## src/rtw_pkg.sv

```systemverilog
// package: constants and types for the reset time-out and watchdog block
package rtw_pkg;

    // ------------------------------------------------------------
    // register map
    // ------------------------------------------------------------
    localparam logic [7:0] RTW_ADDR_RESET_CAUSE = 8'h8E;
    localparam logic [7:0] RTW_ADDR_CPU_STATUS = 8'h83;
    localparam logic [7:0] RTW_ADDR_WDT_CONTROL = 8'h90;
    localparam logic [7:0] RTW_ADDR_WDT_CONFIG = 8'h91;

    localparam int RTW_BIT_BROWNOUT = 0;
    localparam int RTW_BIT_POWER_ON = 1;
    localparam int RTW_BIT_POWERDOWN = 3;
    localparam int RTW_BIT_TIMEOUT = 4;
    localparam int RTW_BIT_SOFT_EN = 0;
    localparam int RTW_BIT_LF_STABLE = 7;
    localparam int RTW_PS_LSB = 1;
    localparam int RTW_PS_MSB = 4;
    localparam logic [7:0] RTW_WDT_CONTROL_RESET = 8'h08;
    localparam logic [2:0] RTW_PRESCALE_RATE_RESET = 3'h7;

    // ------------------------------------------------------------
    // timing
    // ------------------------------------------------------------
    localparam int RTW_CLK_MHZ = 200;
    localparam int RTW_POWER_UP_DELAY_MS = 64;
    localparam int RTW_POWER_UP_CYCLES = RTW_POWER_UP_DELAY_MS * RTW_CLK_MHZ * 1000;
    localparam int RTW_OST_PERIODS = 1024;
    localparam int RTW_LF_OSC_KHZ = 31;
    localparam int RTW_WDT_BASE_BITS = 5;
    localparam int RTW_WDT_PRE16_BITS = 16;
    localparam int RTW_WDT_PRE8_BITS = 8;
    localparam int RTW_WDT_CNT_BITS = RTW_WDT_BASE_BITS + RTW_WDT_PRE16_BITS + RTW_WDT_PRE8_BITS;
    localparam int RTW_WDT_MIN_MS = 1;
    localparam int RTW_WDT_MAX_S = 268;

    // ------------------------------------------------------------
    // oscillator modes and start-up states
    // ------------------------------------------------------------
    localparam logic [2:0] RTW_OSC_LP = 3'h0;
    localparam logic [2:0] RTW_OSC_XT = 3'h1;
    localparam logic [2:0] RTW_OSC_HS = 3'h2;
    localparam logic [2:0] RTW_OSC_EC = 3'h3;
    localparam logic [2:0] RTW_OSC_INT = 3'h4;
    localparam logic [2:0] RTW_OSC_RC = 3'h6;
    localparam logic [1:0] RTW_BOR_DISABLED = 2'h0;

    typedef enum logic [1:0] {
        RTW_ST_POR,
        RTW_ST_POWER_UP_TIMER,
        RTW_ST_OST,
        RTW_ST_RUN
    } rtw_state_type;

endpackage

```

## src/rtw_sync.sv

```systemverilog
// three-flop input synchroniser with agreement filter
`timescale 1ns/100ps
module rtw_sync
    import rtw_pkg::*;
(
    input wire logic mclk,
    input wire logic rstn,
    input wire logic async_in,
    output logic sync_out
);
    logic s1_reg;
    logic s2_reg;
    logic s3_reg;

    // ------------------------------------------------------------
    // chain: the first flop feeds only the second
    // ------------------------------------------------------------
    always_ff @(posedge mclk) begin
        if (!rstn) begin
            s1_reg <= 1'b0;
            s2_reg <= 1'b0;
            s3_reg <= 1'b0;
            sync_out <= 1'b0;
        end else begin
            s1_reg <= async_in;
            s2_reg <= s1_reg;
            s3_reg <= s2_reg;
            if (s2_reg == s3_reg) begin
                sync_out <= s3_reg;
            end
        end
    end
endmodule // rtw_sync

```

## src/rtw_top.sv

```systemverilog
// reset time-out sequencer, reset-cause flags and watchdog
// Function
// - power-up delay after POR, then OSC_STARTUP_TIMER
// - external clock, timer disabled: no delay
// - delays run regardless of master clear
// - crystal modes add 1024 oscillator periods
// - internal oscillator runs code during OSC_STARTUP_TIMER
// - reset-cause register at address 8Eh
// - brown-out flag cleared by brown-out reset
// - brown-out flag meaningless when detector off
// - power-on flag cleared by power-on reset
// - master clear in run keeps flags
// - sleep/watchdog resets set timeout, powerdown flags
// - watchdog on 31 kHz, 16+8 bit prescalers
// - time-out selectable 1 ms to 268 s; the longest tap the code selects, bit 28, gives about 8659 s at 31 kHz
// - control resets to prescale 0100, disabled
// - stable flag ignores watchdog oscillator use
// - watchdog held in reset during OSC_STARTUP_TIMER
// - config enable forces watchdog on
// - soft enable starts and stops watchdog
// - six conditions besides rstn clear the watchdog count
// - crystal sleep exit: hold until OSC_STARTUP_TIMER ends
`timescale 1ns/100ps
module rtw_top
    import rtw_pkg::*;
#(
    parameter int POWER_UP_CYCLES = RTW_POWER_UP_CYCLES
)
(
    input wire logic mclk,
    input wire logic rstn,
    input wire logic por_pulse,
    input wire logic brownout_event,
    input wire logic master_clear_pin_n,
    input wire logic sleep_mode,
    input wire logic wake_event,
    input wire logic osc_clk_in,
    input wire logic low_freq_internal_osc,
    input wire logic [2:0] osc_mode_cfg,
    input wire logic timer1_osc_input_sel,
    input wire logic power_up_timer_enable_n,
    input wire logic [1:0] brownout_enable_cfg,
    input wire logic watchdog_config_enable,
    input wire logic two_speed_cfg,
    input wire logic fail_safe_cfg,
    input wire logic osc_fail,
    input wire logic lf_osc_req,
    input wire logic watchdog_clear_instr,
    input wire logic prescaler_assign,
    input wire logic [2:0] prescaler_rate,
    input wire logic [7:0] reg_addr,
    input wire logic [7:0] reg_wdata,
    input wire logic reg_write,
    input wire logic reg_read,
    output logic [7:0] reg_rdata,
    output logic core_run,
    output logic use_internal_osc,
    output logic watchdog_reset,
    output logic watchdog_wake
);
    // ------------------------------------------------------------
    // input synchronisers
    // ------------------------------------------------------------
    logic lf_sync;
    logic osc_sync;
    logic master_clear_pin_low_sync;

    rtw_sync u_sync_lf (
        .mclk(mclk),
        .rstn(rstn),
        .async_in(low_freq_internal_osc),
        .sync_out(lf_sync)
    );

    rtw_sync u_sync_osc (
        .mclk(mclk),
        .rstn(rstn),
        .async_in(osc_clk_in),
        .sync_out(osc_sync)
    );

    rtw_sync u_sync_master_clear_pin (
        .mclk(mclk),
        .rstn(rstn),
        // inverted so that the synchroniser's reset state means the pin is released
        .async_in(!master_clear_pin_n),
        .sync_out(master_clear_pin_low_sync)
    );

    logic lf_prev_reg;
    logic osc_prev_reg;
    logic lf_tick;
    logic osc_tick;
    assign lf_tick = lf_sync & ~lf_prev_reg;
    assign osc_tick = osc_sync & ~osc_prev_reg;

    // ------------------------------------------------------------
    // start-up sequencer
    // ------------------------------------------------------------
    rtw_state_type state_reg;
    rtw_state_type state_next;
    logic [31:0] power_up_timer_cnt_reg;
    logic [10:0] ost_cnt_reg;
    logic crystal_mode_sel;
    logic need_ost;
    logic need_power_up_timer;
    logic power_up_timer_done;
    logic ost_done;
    logic sleep_reg;
    logic sleep_exit;
    logic wdt_timeout;

    assign crystal_mode_sel = (osc_mode_cfg == RTW_OSC_XT) || (osc_mode_cfg == RTW_OSC_HS)
        || ((osc_mode_cfg == RTW_OSC_LP) && !timer1_osc_input_sel);
    assign need_ost = crystal_mode_sel;
    assign need_power_up_timer = !power_up_timer_enable_n;
    assign power_up_timer_done = (power_up_timer_cnt_reg >= 32'(POWER_UP_CYCLES - 1));
    assign ost_done = osc_tick && (ost_cnt_reg == 11'(RTW_OST_PERIODS - 1));
    assign sleep_exit = sleep_reg && !sleep_mode;

    always_comb begin
        state_next = state_reg;
        unique case (state_reg)
            RTW_ST_POR: begin
                // sequence begins only when the power-on pulse ends
                if (!por_pulse) begin
                    if (need_power_up_timer) begin
                        state_next = RTW_ST_POWER_UP_TIMER;
                    end else if (need_ost) begin
                        state_next = RTW_ST_OST;
                    end else begin
                        state_next = RTW_ST_RUN;
                    end
                end
            end
            RTW_ST_POWER_UP_TIMER: begin
                if (power_up_timer_done) begin
                    state_next = need_ost ? RTW_ST_OST : RTW_ST_RUN;
                end
            end
            RTW_ST_OST: begin
                if (ost_done) begin
                    state_next = RTW_ST_RUN;
                end
            end
            RTW_ST_RUN: begin
                // brown-out re-runs the delays; wake re-runs only OSC_STARTUP_TIMER, in crystal modes
                if (brownout_event) begin
                    state_next = need_power_up_timer ? RTW_ST_POWER_UP_TIMER : (need_ost ? RTW_ST_OST : RTW_ST_RUN);
                end else if (sleep_exit && need_ost) begin
                    state_next = RTW_ST_OST;
                end
            end
        endcase
    end

    always_ff @(posedge mclk) begin
        if (!rstn) begin
            state_reg <= RTW_ST_POR;
            power_up_timer_cnt_reg <= '0;
            ost_cnt_reg <= '0;
            lf_prev_reg <= 1'b0;
            osc_prev_reg <= 1'b0;
            sleep_reg <= 1'b0;
        end else begin
            state_reg <= por_pulse ? RTW_ST_POR : state_next;
            power_up_timer_cnt_reg <= (state_reg == RTW_ST_POWER_UP_TIMER && !power_up_timer_done) ? power_up_timer_cnt_reg + 32'h1 : 32'h0;
            ost_cnt_reg <= (state_reg == RTW_ST_OST) ? ost_cnt_reg + 11'(osc_tick) : 11'h0;
            lf_prev_reg <= lf_sync;
            osc_prev_reg <= osc_sync;
            sleep_reg <= sleep_mode;
        end
    end

    // ------------------------------------------------------------
    // registers
    // ------------------------------------------------------------
    logic brownout_flag_reg;
    logic power_on_flag_reg;
    logic timeout_flag_reg;
    logic powerdown_flag_reg;
    logic soft_en_reg;
    logic [3:0] ps_field_reg;
    logic lf_stable_reg;
    logic wr_cause;
    logic wr_status;
    logic wr_wdt;
    logic master_clear_pin_low;
    logic wdt_enabled;

    assign wr_cause = reg_write && (reg_addr == RTW_ADDR_RESET_CAUSE);
    assign wr_status = reg_write && (reg_addr == RTW_ADDR_CPU_STATUS);
    assign wr_wdt = reg_write && (reg_addr == RTW_ADDR_WDT_CONTROL);
    assign master_clear_pin_low = master_clear_pin_low_sync;

    always_ff @(posedge mclk) begin
        if (!rstn) begin
            brownout_flag_reg <= 1'b0;
            power_on_flag_reg <= 1'b0;
            timeout_flag_reg <= 1'b1;
            powerdown_flag_reg <= 1'b1;
        end else if (por_pulse) begin
            power_on_flag_reg <= 1'b0;
            timeout_flag_reg <= 1'b1;
            powerdown_flag_reg <= 1'b1;
        end else if (brownout_event && brownout_enable_cfg != RTW_BOR_DISABLED) begin
            // with detector off the flag is left as is
            brownout_flag_reg <= 1'b0;
            timeout_flag_reg <= 1'b1;
            powerdown_flag_reg <= 1'b1;
        end else if (wdt_timeout) begin
            timeout_flag_reg <= 1'b0;
            powerdown_flag_reg <= sleep_mode ? 1'b0 : powerdown_flag_reg;
        end else if (master_clear_pin_low && sleep_mode) begin
            timeout_flag_reg <= 1'b1;
            powerdown_flag_reg <= 1'b0;
        end else if (!master_clear_pin_low) begin
            // master clear while running leaves every flag
            if (wr_cause) begin
                brownout_flag_reg <= reg_wdata[RTW_BIT_BROWNOUT];
                power_on_flag_reg <= reg_wdata[RTW_BIT_POWER_ON];
            end
            if (wr_status) begin
                timeout_flag_reg <= reg_wdata[RTW_BIT_TIMEOUT];
                powerdown_flag_reg <= reg_wdata[RTW_BIT_POWERDOWN];
            end
        end
    end

    always_ff @(posedge mclk) begin
        if (!rstn || por_pulse || brownout_event || master_clear_pin_low || wdt_timeout) begin
            soft_en_reg <= RTW_WDT_CONTROL_RESET[RTW_BIT_SOFT_EN];
            ps_field_reg <= RTW_WDT_CONTROL_RESET[RTW_PS_MSB:RTW_PS_LSB];
        end else if (wr_wdt) begin
            soft_en_reg <= reg_wdata[RTW_BIT_SOFT_EN];
            ps_field_reg <= reg_wdata[RTW_PS_MSB:RTW_PS_LSB];
        end
    end

    // stable flag follows only software requests, not watchdog use
    always_ff @(posedge mclk) begin
        if (!rstn) begin
            lf_stable_reg <= 1'b0;
        end else begin
            lf_stable_reg <= lf_osc_req && lf_tick ? 1'b1 : (lf_osc_req ? lf_stable_reg : 1'b0);
        end
    end

    logic [7:0] rd_mux;
    assign rd_mux = (reg_addr == RTW_ADDR_RESET_CAUSE) ?
            {6'h00, power_on_flag_reg, brownout_flag_reg} :
        (reg_addr == RTW_ADDR_CPU_STATUS) ?
            {3'h0, timeout_flag_reg, powerdown_flag_reg, 3'h0} :
        (reg_addr == RTW_ADDR_WDT_CONTROL) ? {3'h0, ps_field_reg, soft_en_reg} :
        (reg_addr == RTW_ADDR_WDT_CONFIG) ? {lf_stable_reg, 7'h00} : 8'h00;

    // ------------------------------------------------------------
    // watchdog counter
    // ------------------------------------------------------------
    logic [RTW_WDT_CNT_BITS-1:0] wdt_cnt_reg;
    logic wdt_clear;
    logic [4:0] tap_sel;
    logic wdt_tap;
    logic wdt_tap_prev_reg;

    assign wdt_enabled = watchdog_config_enable || soft_en_reg;
    assign wdt_clear = !wdt_enabled || watchdog_clear_instr || osc_fail
        || (sleep_exit && !need_ost)
        || por_pulse || (state_reg != RTW_ST_RUN);
    // base 5 bits then 16-bit prescale selection, plus 8-bit shared stage
    assign tap_sel = 5'(RTW_WDT_BASE_BITS) + 5'(ps_field_reg)
        + (prescaler_assign ? 5'(prescaler_rate) + 5'h1 : 5'h0);
    assign wdt_tap = wdt_cnt_reg[tap_sel];
    assign wdt_timeout = wdt_tap && !wdt_tap_prev_reg && !wdt_clear;

    always_ff @(posedge mclk) begin
        if (!rstn || wdt_clear) begin
            wdt_cnt_reg <= '0;
            wdt_tap_prev_reg <= 1'b0;
        end else begin
            wdt_cnt_reg <= wdt_cnt_reg + RTW_WDT_CNT_BITS'(lf_tick);
            wdt_tap_prev_reg <= wdt_tap;
        end
    end

    // ------------------------------------------------------------
    // outputs
    // ------------------------------------------------------------
    always_ff @(posedge mclk) begin
        if (!rstn) begin
            reg_rdata <= 8'h00;
            core_run <= 1'b0;
            use_internal_osc <= 1'b0;
            watchdog_reset <= 1'b0;
            watchdog_wake <= 1'b0;
        end else begin
            reg_rdata <= reg_read ? rd_mux : 8'h00;
            // execution starts as soon as pin rises after delays
            core_run <= !por_pulse && !master_clear_pin_low && ((state_next == RTW_ST_RUN)
                || (state_reg == RTW_ST_OST && (two_speed_cfg || fail_safe_cfg)));
            use_internal_osc <= (state_reg == RTW_ST_OST) && (two_speed_cfg || fail_safe_cfg);
            watchdog_reset <= wdt_timeout && !sleep_mode;
            watchdog_wake <= wdt_timeout && sleep_mode;
        end
    end
endmodule // rtw_top

```

## config.mk

```make
export PLATFORM = sky130hd
export DESIGN_NAME = rtw_top
export DESIGN_NICKNAME = d
export VERILOG_FILES = /design/src/rtw_pkg.sv /design/src/rtw_sync.sv /design/src/rtw_top.sv
export SDC_FILE = /design/constraint.sdc
export NUM_CORES = 1
export LEC_CHECK = 0
export ABC_AREA = 1
export BUFFER_PORTS_ARGS = -buffer_cell sky130_fd_sc_hd__clkbuf_2
export CORE_MARGIN = 2
export CORE_UTILIZATION = 30
export DETAILED_ROUTE_END_ITERATION = 12
export SETUP_SLACK_MARGIN = 0.2
export SLEW_MARGIN = 10
export SYNTH_ARGS = -nofsm -noshare
export SYNTH_HDL_FRONTEND = slang
export SYNTH_SLANG_ARGS = --single-unit
```

## constraint.sdc

```tcl
create_clock -name mclk -period 7.3 [get_ports mclk]
set_input_delay 0.365 -clock mclk [delete_from_list [all_inputs] [get_ports mclk]]
set_output_delay 0.365 -clock mclk [all_outputs]
set_load 0.03 [all_outputs]
```

* Word level (Yosys, flattened, before mapping)
Index checks and enable logic that the tools add are counted.
Storage, ports and cells: output and inout port bits 12, input port bits 44, logic and storage cells 170, flip-flop bits (word level) 112
Operators by class: order comparisons 2, mux-type cells 30, $add $sub $neg 6, reduce and logical (&&, ||, !) cells 63, equality and inequality tests 21, bitwise operators 12
Operator list (number):
- adder 32 x 1 -> 32 bit (second input constant) | 1
- == test 8 bit (second input constant) | 4
- >= comparator 32 x 24 -> 1 bit (second input constant) | 1
- adder 29 x 1 -> 29 bit | 1
- logical AND 1 bit | 19
- two-way mux 1 bit | 18
- logical OR 1 bit | 15
- two-way mux 2 bit | 7
- adder 11 x 1 -> 11 bit | 1
- == test 11 x 10 -> 1 bit (second input constant) | 1
- logical NOT 1 bit | 11
- two-way mux 5 bit | 2
- inverter 1 bit | 10
- AND reduction 5 bit | 2
- != test 2 bit (second input constant) | 4
- case mux 2 bit (4 select lines) | 1
- AND reduction 2 bit | 4
- == test 2 bit (second input constant) | 3
- less-than comparator 5 x 6 -> 1 bit (second input constant) | 1
- OR reduction 3 bit | 2
- OR reduction 6 bit | 1
- adder 3 x 4 -> 5 bit (first input constant) | 1
- adder 5 x 4 -> 5 bit | 1
- binary-select mux 1 bit (select 5 bit) | 1
- 17 further kinds | 22

* Depth between registers and ports, before layout
word-level depth 12, gate-level depth with buffers 18, gate-level depth less buffers 18

* By module
From an unflattened synthesis, not the netlist that was laid out.
Unflattened totals: cells, all modules 755, area, all modules 5375.2 µm²
By module, submodules not included:
- rtw_top | instances 1, area an instance 5026.1 µm², seq. area each 1961.9 µm², cells an instance 716
- rtw_sync | instances 3, area an instance 116.4 µm², seq. area each 80.1 µm², cells an instance 13

* Worst setup path before layout
No wires, ideal clock.
path type input -> register, start point input port prescaler_rate[0], end point register powerdown_flag_reg, data required time 7.175 ns, buffers on the path 0, library setup time 0.125 ns, arrival time 2.578 ns, stages on the path 17, setup slack 4.597 ns, cell sequence ha_1 > nand2_1 > inv_1 > ha_1 > ha_1 > fa_1 > inv_1 > nor2_1 > nor2_1 > a21oi_1 > nand2_1 > nand2_2 > nand2_4 > nand3_1 > nand2_1 > nand2_1 > nand3_1
Between the ends: cells in the longest elaborated chain, start to end 9, elaborated cells on any way between the ends 12, those cells by class add/sub (2); eq/ne (2); mux (4); reduce/logical (4)
RTL lines:
- start, declared | line rtw_top.sv:50 | input wire logic [2:0] prescaler_rate,
- adder 3 x 1 -> 4 bit (*) | line rtw_top.sv:272 | + (prescaler_assign ? 5'(prescaler_rate) + 5'h1 : 5'h0);
- two-way mux 4 bit (*) | line rtw_top.sv:272
- adder 5 x 4 -> 5 bit (*) | line rtw_top.sv:272
- binary-select mux 1 bit (select 5 bit) (*) | line rtw_top.sv:273 | assign wdt_tap = wdt_cnt_reg[tap_sel];
- two-way mux 1 bit (not written as such) (*) | line rtw_top.sv:273
- logical AND 1 bit (*) (2 in a row) | line rtw_top.sv:274 | assign wdt_timeout = wdt_tap && !wdt_tap_prev_reg && !wdt_clear;
- != test 3 bit (no line), or another cell as far along
- AND reduction 3 bit (no line)
- end signal, assigned | line rtw_top.sv:213 | powerdown_flag_reg <= sleep_mode ? 1'b0 : powerdown_flag_reg;
- end signal, assigned | line rtw_top.sv:225 | powerdown_flag_reg <= reg_wdata[RTW_BIT_POWERDOWN];
- end, declared | line rtw_top.sv:181 | logic powerdown_flag_reg;
Mark *: on every way between the ends. The rest lies on a longest branch, timed or not. The select of a mux whose other input is x is not followed. A chain may end at the register's enable or synchronous reset.

* Worst setup path after layout
Ends and elaborated chain as after synthesis.

==> metrics.md <==
| Metric | Value |
|---|---|
| RSZ-0062 raised after global routing | no |
| Slew Limit Fails | 0 |
| Layout area overhead | 14.15% |
| Detailed-route DRC error count | 0 |
| CTS root buf | clkbuf_16 |
| Final Cell Area | 0.006188 mm² |
| Internal power | 869.8 µW |
| First-pass GRT wire length | 20360 µm |
| Synth Warn # | 0 |
| Initial antenna violation count | 0 |
| Final WL | 11830 µm |
| Seq/Total Area, Yosys | 40.62% |
| Cell Area, Synth | 0.005421 mm² |
| Async set-reset flop share out of synthesis | 0% |
| Drt wl/cell | 11.40 µm |
| Yosys reg bits | 110 |
| Rows | 49 |
| Remaining Overflow, GRT | 0 |
| Largest net degree at the start of global routing | 21 |
| Fin nets | 862 |
| Hold Fails Final Rpt | 0 |
| Max clock buf depth | 2 |
| WP data required | 7.55 ns |
| Worst clock skew | 0.006570 ns |
| DIE AREA | 0.01916 mm² |
| Cells after Synth | 746 |
| GR Util met1 | 18.27% |
| M2 GR Usage | 19.67% |
| Die extent in x | 138.4 µm |
| Outcome | complete, no violations |
| Placed Instance Area | 0.005903 mm² |
| Worst Setup SP | prescaler_rate[0] |
| Clock network latency to the later pin of the worst-skew pair | 0.36 ns |
| VDD IR-drop max | 0.0001555 V |
| CP Capture Type | flop |
| Final setup vio count | 0 |
| Setup bufs post-CTS | 0 |
| Max reg flops | 32 |
| CTS Sinks | 110 |
| Pre-antenna DRT Iters | 4 |
| Chip height | 138.4 µm |
| Startpoint Class | input port |
| GRT busiest layer | met2 |
| Core Box Area | 0.01784 mm² |
| Leak | 0.002574 µW |
| Crit path max fanout | 6 |
| Relative slew slack | 32.54% |
| Synth Area per Inst | 7.267 µm² |
| Reg2reg start | ps_field_reg[1]$_SDFFE_PP0P_ |
| Total CTS buffers | 9 |
| Ant. Diodes | 0 |
| Hold Startpoint | master_clear_pin_n |
| Input/output buffers | 49 |
| Placer Congestion | 0.7982 |
| Post-DP HPWL | 9004 µm |
| CTS tree | yes |
| GRT Overall Usage | 12.96% |
| Starting Density | 30.39% |
| Max-cap violations | 0 |
| Via density per instance | 4.403 |
| Post-synth EDFFs | 0 |
| Vias in the first global route | 4291 |
| Synth unique cells | 48 |
| Post-route setup TNS | 0 ns |
| Initial DRC Count | 274 |
| Total number of vias | 4570 |
| Ratio of cells with drive above 1 in the final layout | 13.97% |
| Worst-Margin Slew | 1.008 ns |
| PD cells | 186.8 mW/mm² |
| H-tree Lvls | 3 |
| # hold bufs at CTS | 0 |
| Clock-pin slew on the worst setup and hold paths | 0.08 ns |
| WP data arrival | 3.05 ns |
| Crit path time final | 2.800 ns |
| Clock network fraction of total power | 41.7% |
| Worst min-delay path class | in2reg |
| Fmax | 357.2 MHz |
| Gate power share | 5.8% |
| M3 GR Usage | 3.117% |
| Sequential share of power | 52.6% |
| Top_reg_cell synth | dfxtp_1 |
| Hold_ws | 0.1439 ns |
| Switching share of total power | 24.77% |
| CTS resizes | 0 |
| Kind of critical path | in2reg |
| Period utilization | 38.35% |
| NetSw | 286.3 µW |
| DRT antenna net count | 0 |
| I/O pin cnt | 56 |
==> metal layers <==
layer	vias up	wire [µm]
li1	2513	-
met5	-	0
met3	10	485
met4	0	147
met1	1990	6186
met2	57	5011
==> worst paths after layout <==
kind	endpoint	slack, ns	cells after the start
worst max-delay path	powerdown_flag_reg$_SDFFE_PP1P_	4.50	18
worst min-delay path	u_sync_master_clear_pin.s1_reg$_SDFF_PN0_	0.14	2
worst max register to register	powerdown_flag_reg$_SDFFE_PP1P_	4.69	14
worst min register to register	u_sync_master_clear_pin.s2_reg$_SDFF_PN0_	0.42	2
==> worst max-delay path, stage by stage <==
cell and delay [ns]:
clkbuf_2 0.10, ha_1 0.20, a21oi_1 0.11, o21ai_0 0.19, ha_1 0.33, inv_1 0.06
fa_1 0.62, inv_1 0.14, nor2_1 0.13, nor2_1 0.05, a21oi_1 0.15, nand2_1 0.11
nand2_2 0.13, nand2_4 0.09, nand3_1 0.11, nand2_1 0.06, nand2_1 0.05, nand3_1 0.06
==> cells by family (layout without fill, tap and decap cells) <==
kind of cell             after synthesis  after routing  synth area share [%]
buffers and inverters                126            180                 9.554
other                                  1             10               0.06917
flip-flops                           110            110                 40.62
AO/OA/AOI/OAI                         98             98                 10.20
XOR/XNOR                              13             13                 2.100
adder cells (fa/ha/maj)               14             14                 3.370
AND/OR/NAND/NOR                      384            384                 34.09
==> cells in the mapped netlist (all sizes together) (2+ instances only) <==
master	instances	area [µm²]
a21oi	49	245.2
nand2	159	629.3
nand4	15	133.9
o21a	5	37.54
nor3	25	168.9
buf	10	80.07
nand3	59	315.3
or2	5	31.28
o21bai	4	30.03
xnor2	5	43.79
inv	115	434.2
o31ai	2	15.01
ha	13	162.7
nor4	4	31.28
xor2	8	70.07
o21ai	26	130.1
nand3b	3	22.52
a211oi	4	35.03
nor2	107	464.2
dfxtp	110	2202
nor3b	6	45.04
a31oi	2	12.51
o22ai	2	12.51
==> metrics by stage <==
| step | utilization (%) | power (µW) | worst slack (ns) | cells |
|---|---|---|---|---|
| final | 34.69 | 1156 | 4.500 | 1038 |
| after global placement | 33.09 | 688.4 | 4.190 | 1022 |
| after detailed placement | 33.09 | 688.9 | 4.149 | 1022 |
| after CTS | 34.69 | 1175 | 4.528 | 1038 |
| after global routing | 34.69 | 1212 | 4.193 | 1038 |
| after floorplan | - | 667.5 | 4.597 | 755 |
==> cells in the final DEF (no fill, tap or decap), types with 3 or more instances in the layout <==
master	count
nor3b_1	6
nand3_2	4
nand2_2	10
inv_6	3
nand3_1	55
xnor2_1	5
nor2_2	10
nand3b_1	3
nand4_2	4
nand4_1	10
or2_2	4
clkbuf_2	49
nor3_4	3
o21ai_1	3
clkbuf_16	9
o21bai_1	4
ha_1	13
o21a_1	5
conb_1	10
inv_1	112
nor2_4	5
a211oi_1	3
o21ai_0	23
nand2_1	148
xor2_1	8
dfxtp_1	110
nor4_1	3
a21oi_1	49
nor2_1	92
nor3_1	20
==> cell type report <==
class / instances / area [µm²]
clock inverter: 6 / 56.30
multi-input combinational: 519 / 2735
tap: 229 / 286.5
inverter: 115 / 434.2
timing repair buffer: 49 / 245.2
clock buffer: 10 / 229.0
fill: 1884 / 11650
sequential: 110 / 2202
==> power groups by stage <==
| stage | logic (µW) | registers, µW | clock network [µW] |
|---|---|---|---|
| 2_1_floorplan | 45.1 | 622 | 0 |
| 3_3_place_gp | 66.6 | 622 | 0 |
| 3_5_place_dp | 67.0 | 622 | 0 |
| 4_1_cts | 67.4 | 608 | 500 |
| 5_1_grt | 76.3 | 608 | 527 |
| 6_report | 66.7 | 608 | 482 |
Note: power is estimated with default switching activity, not from simulation.
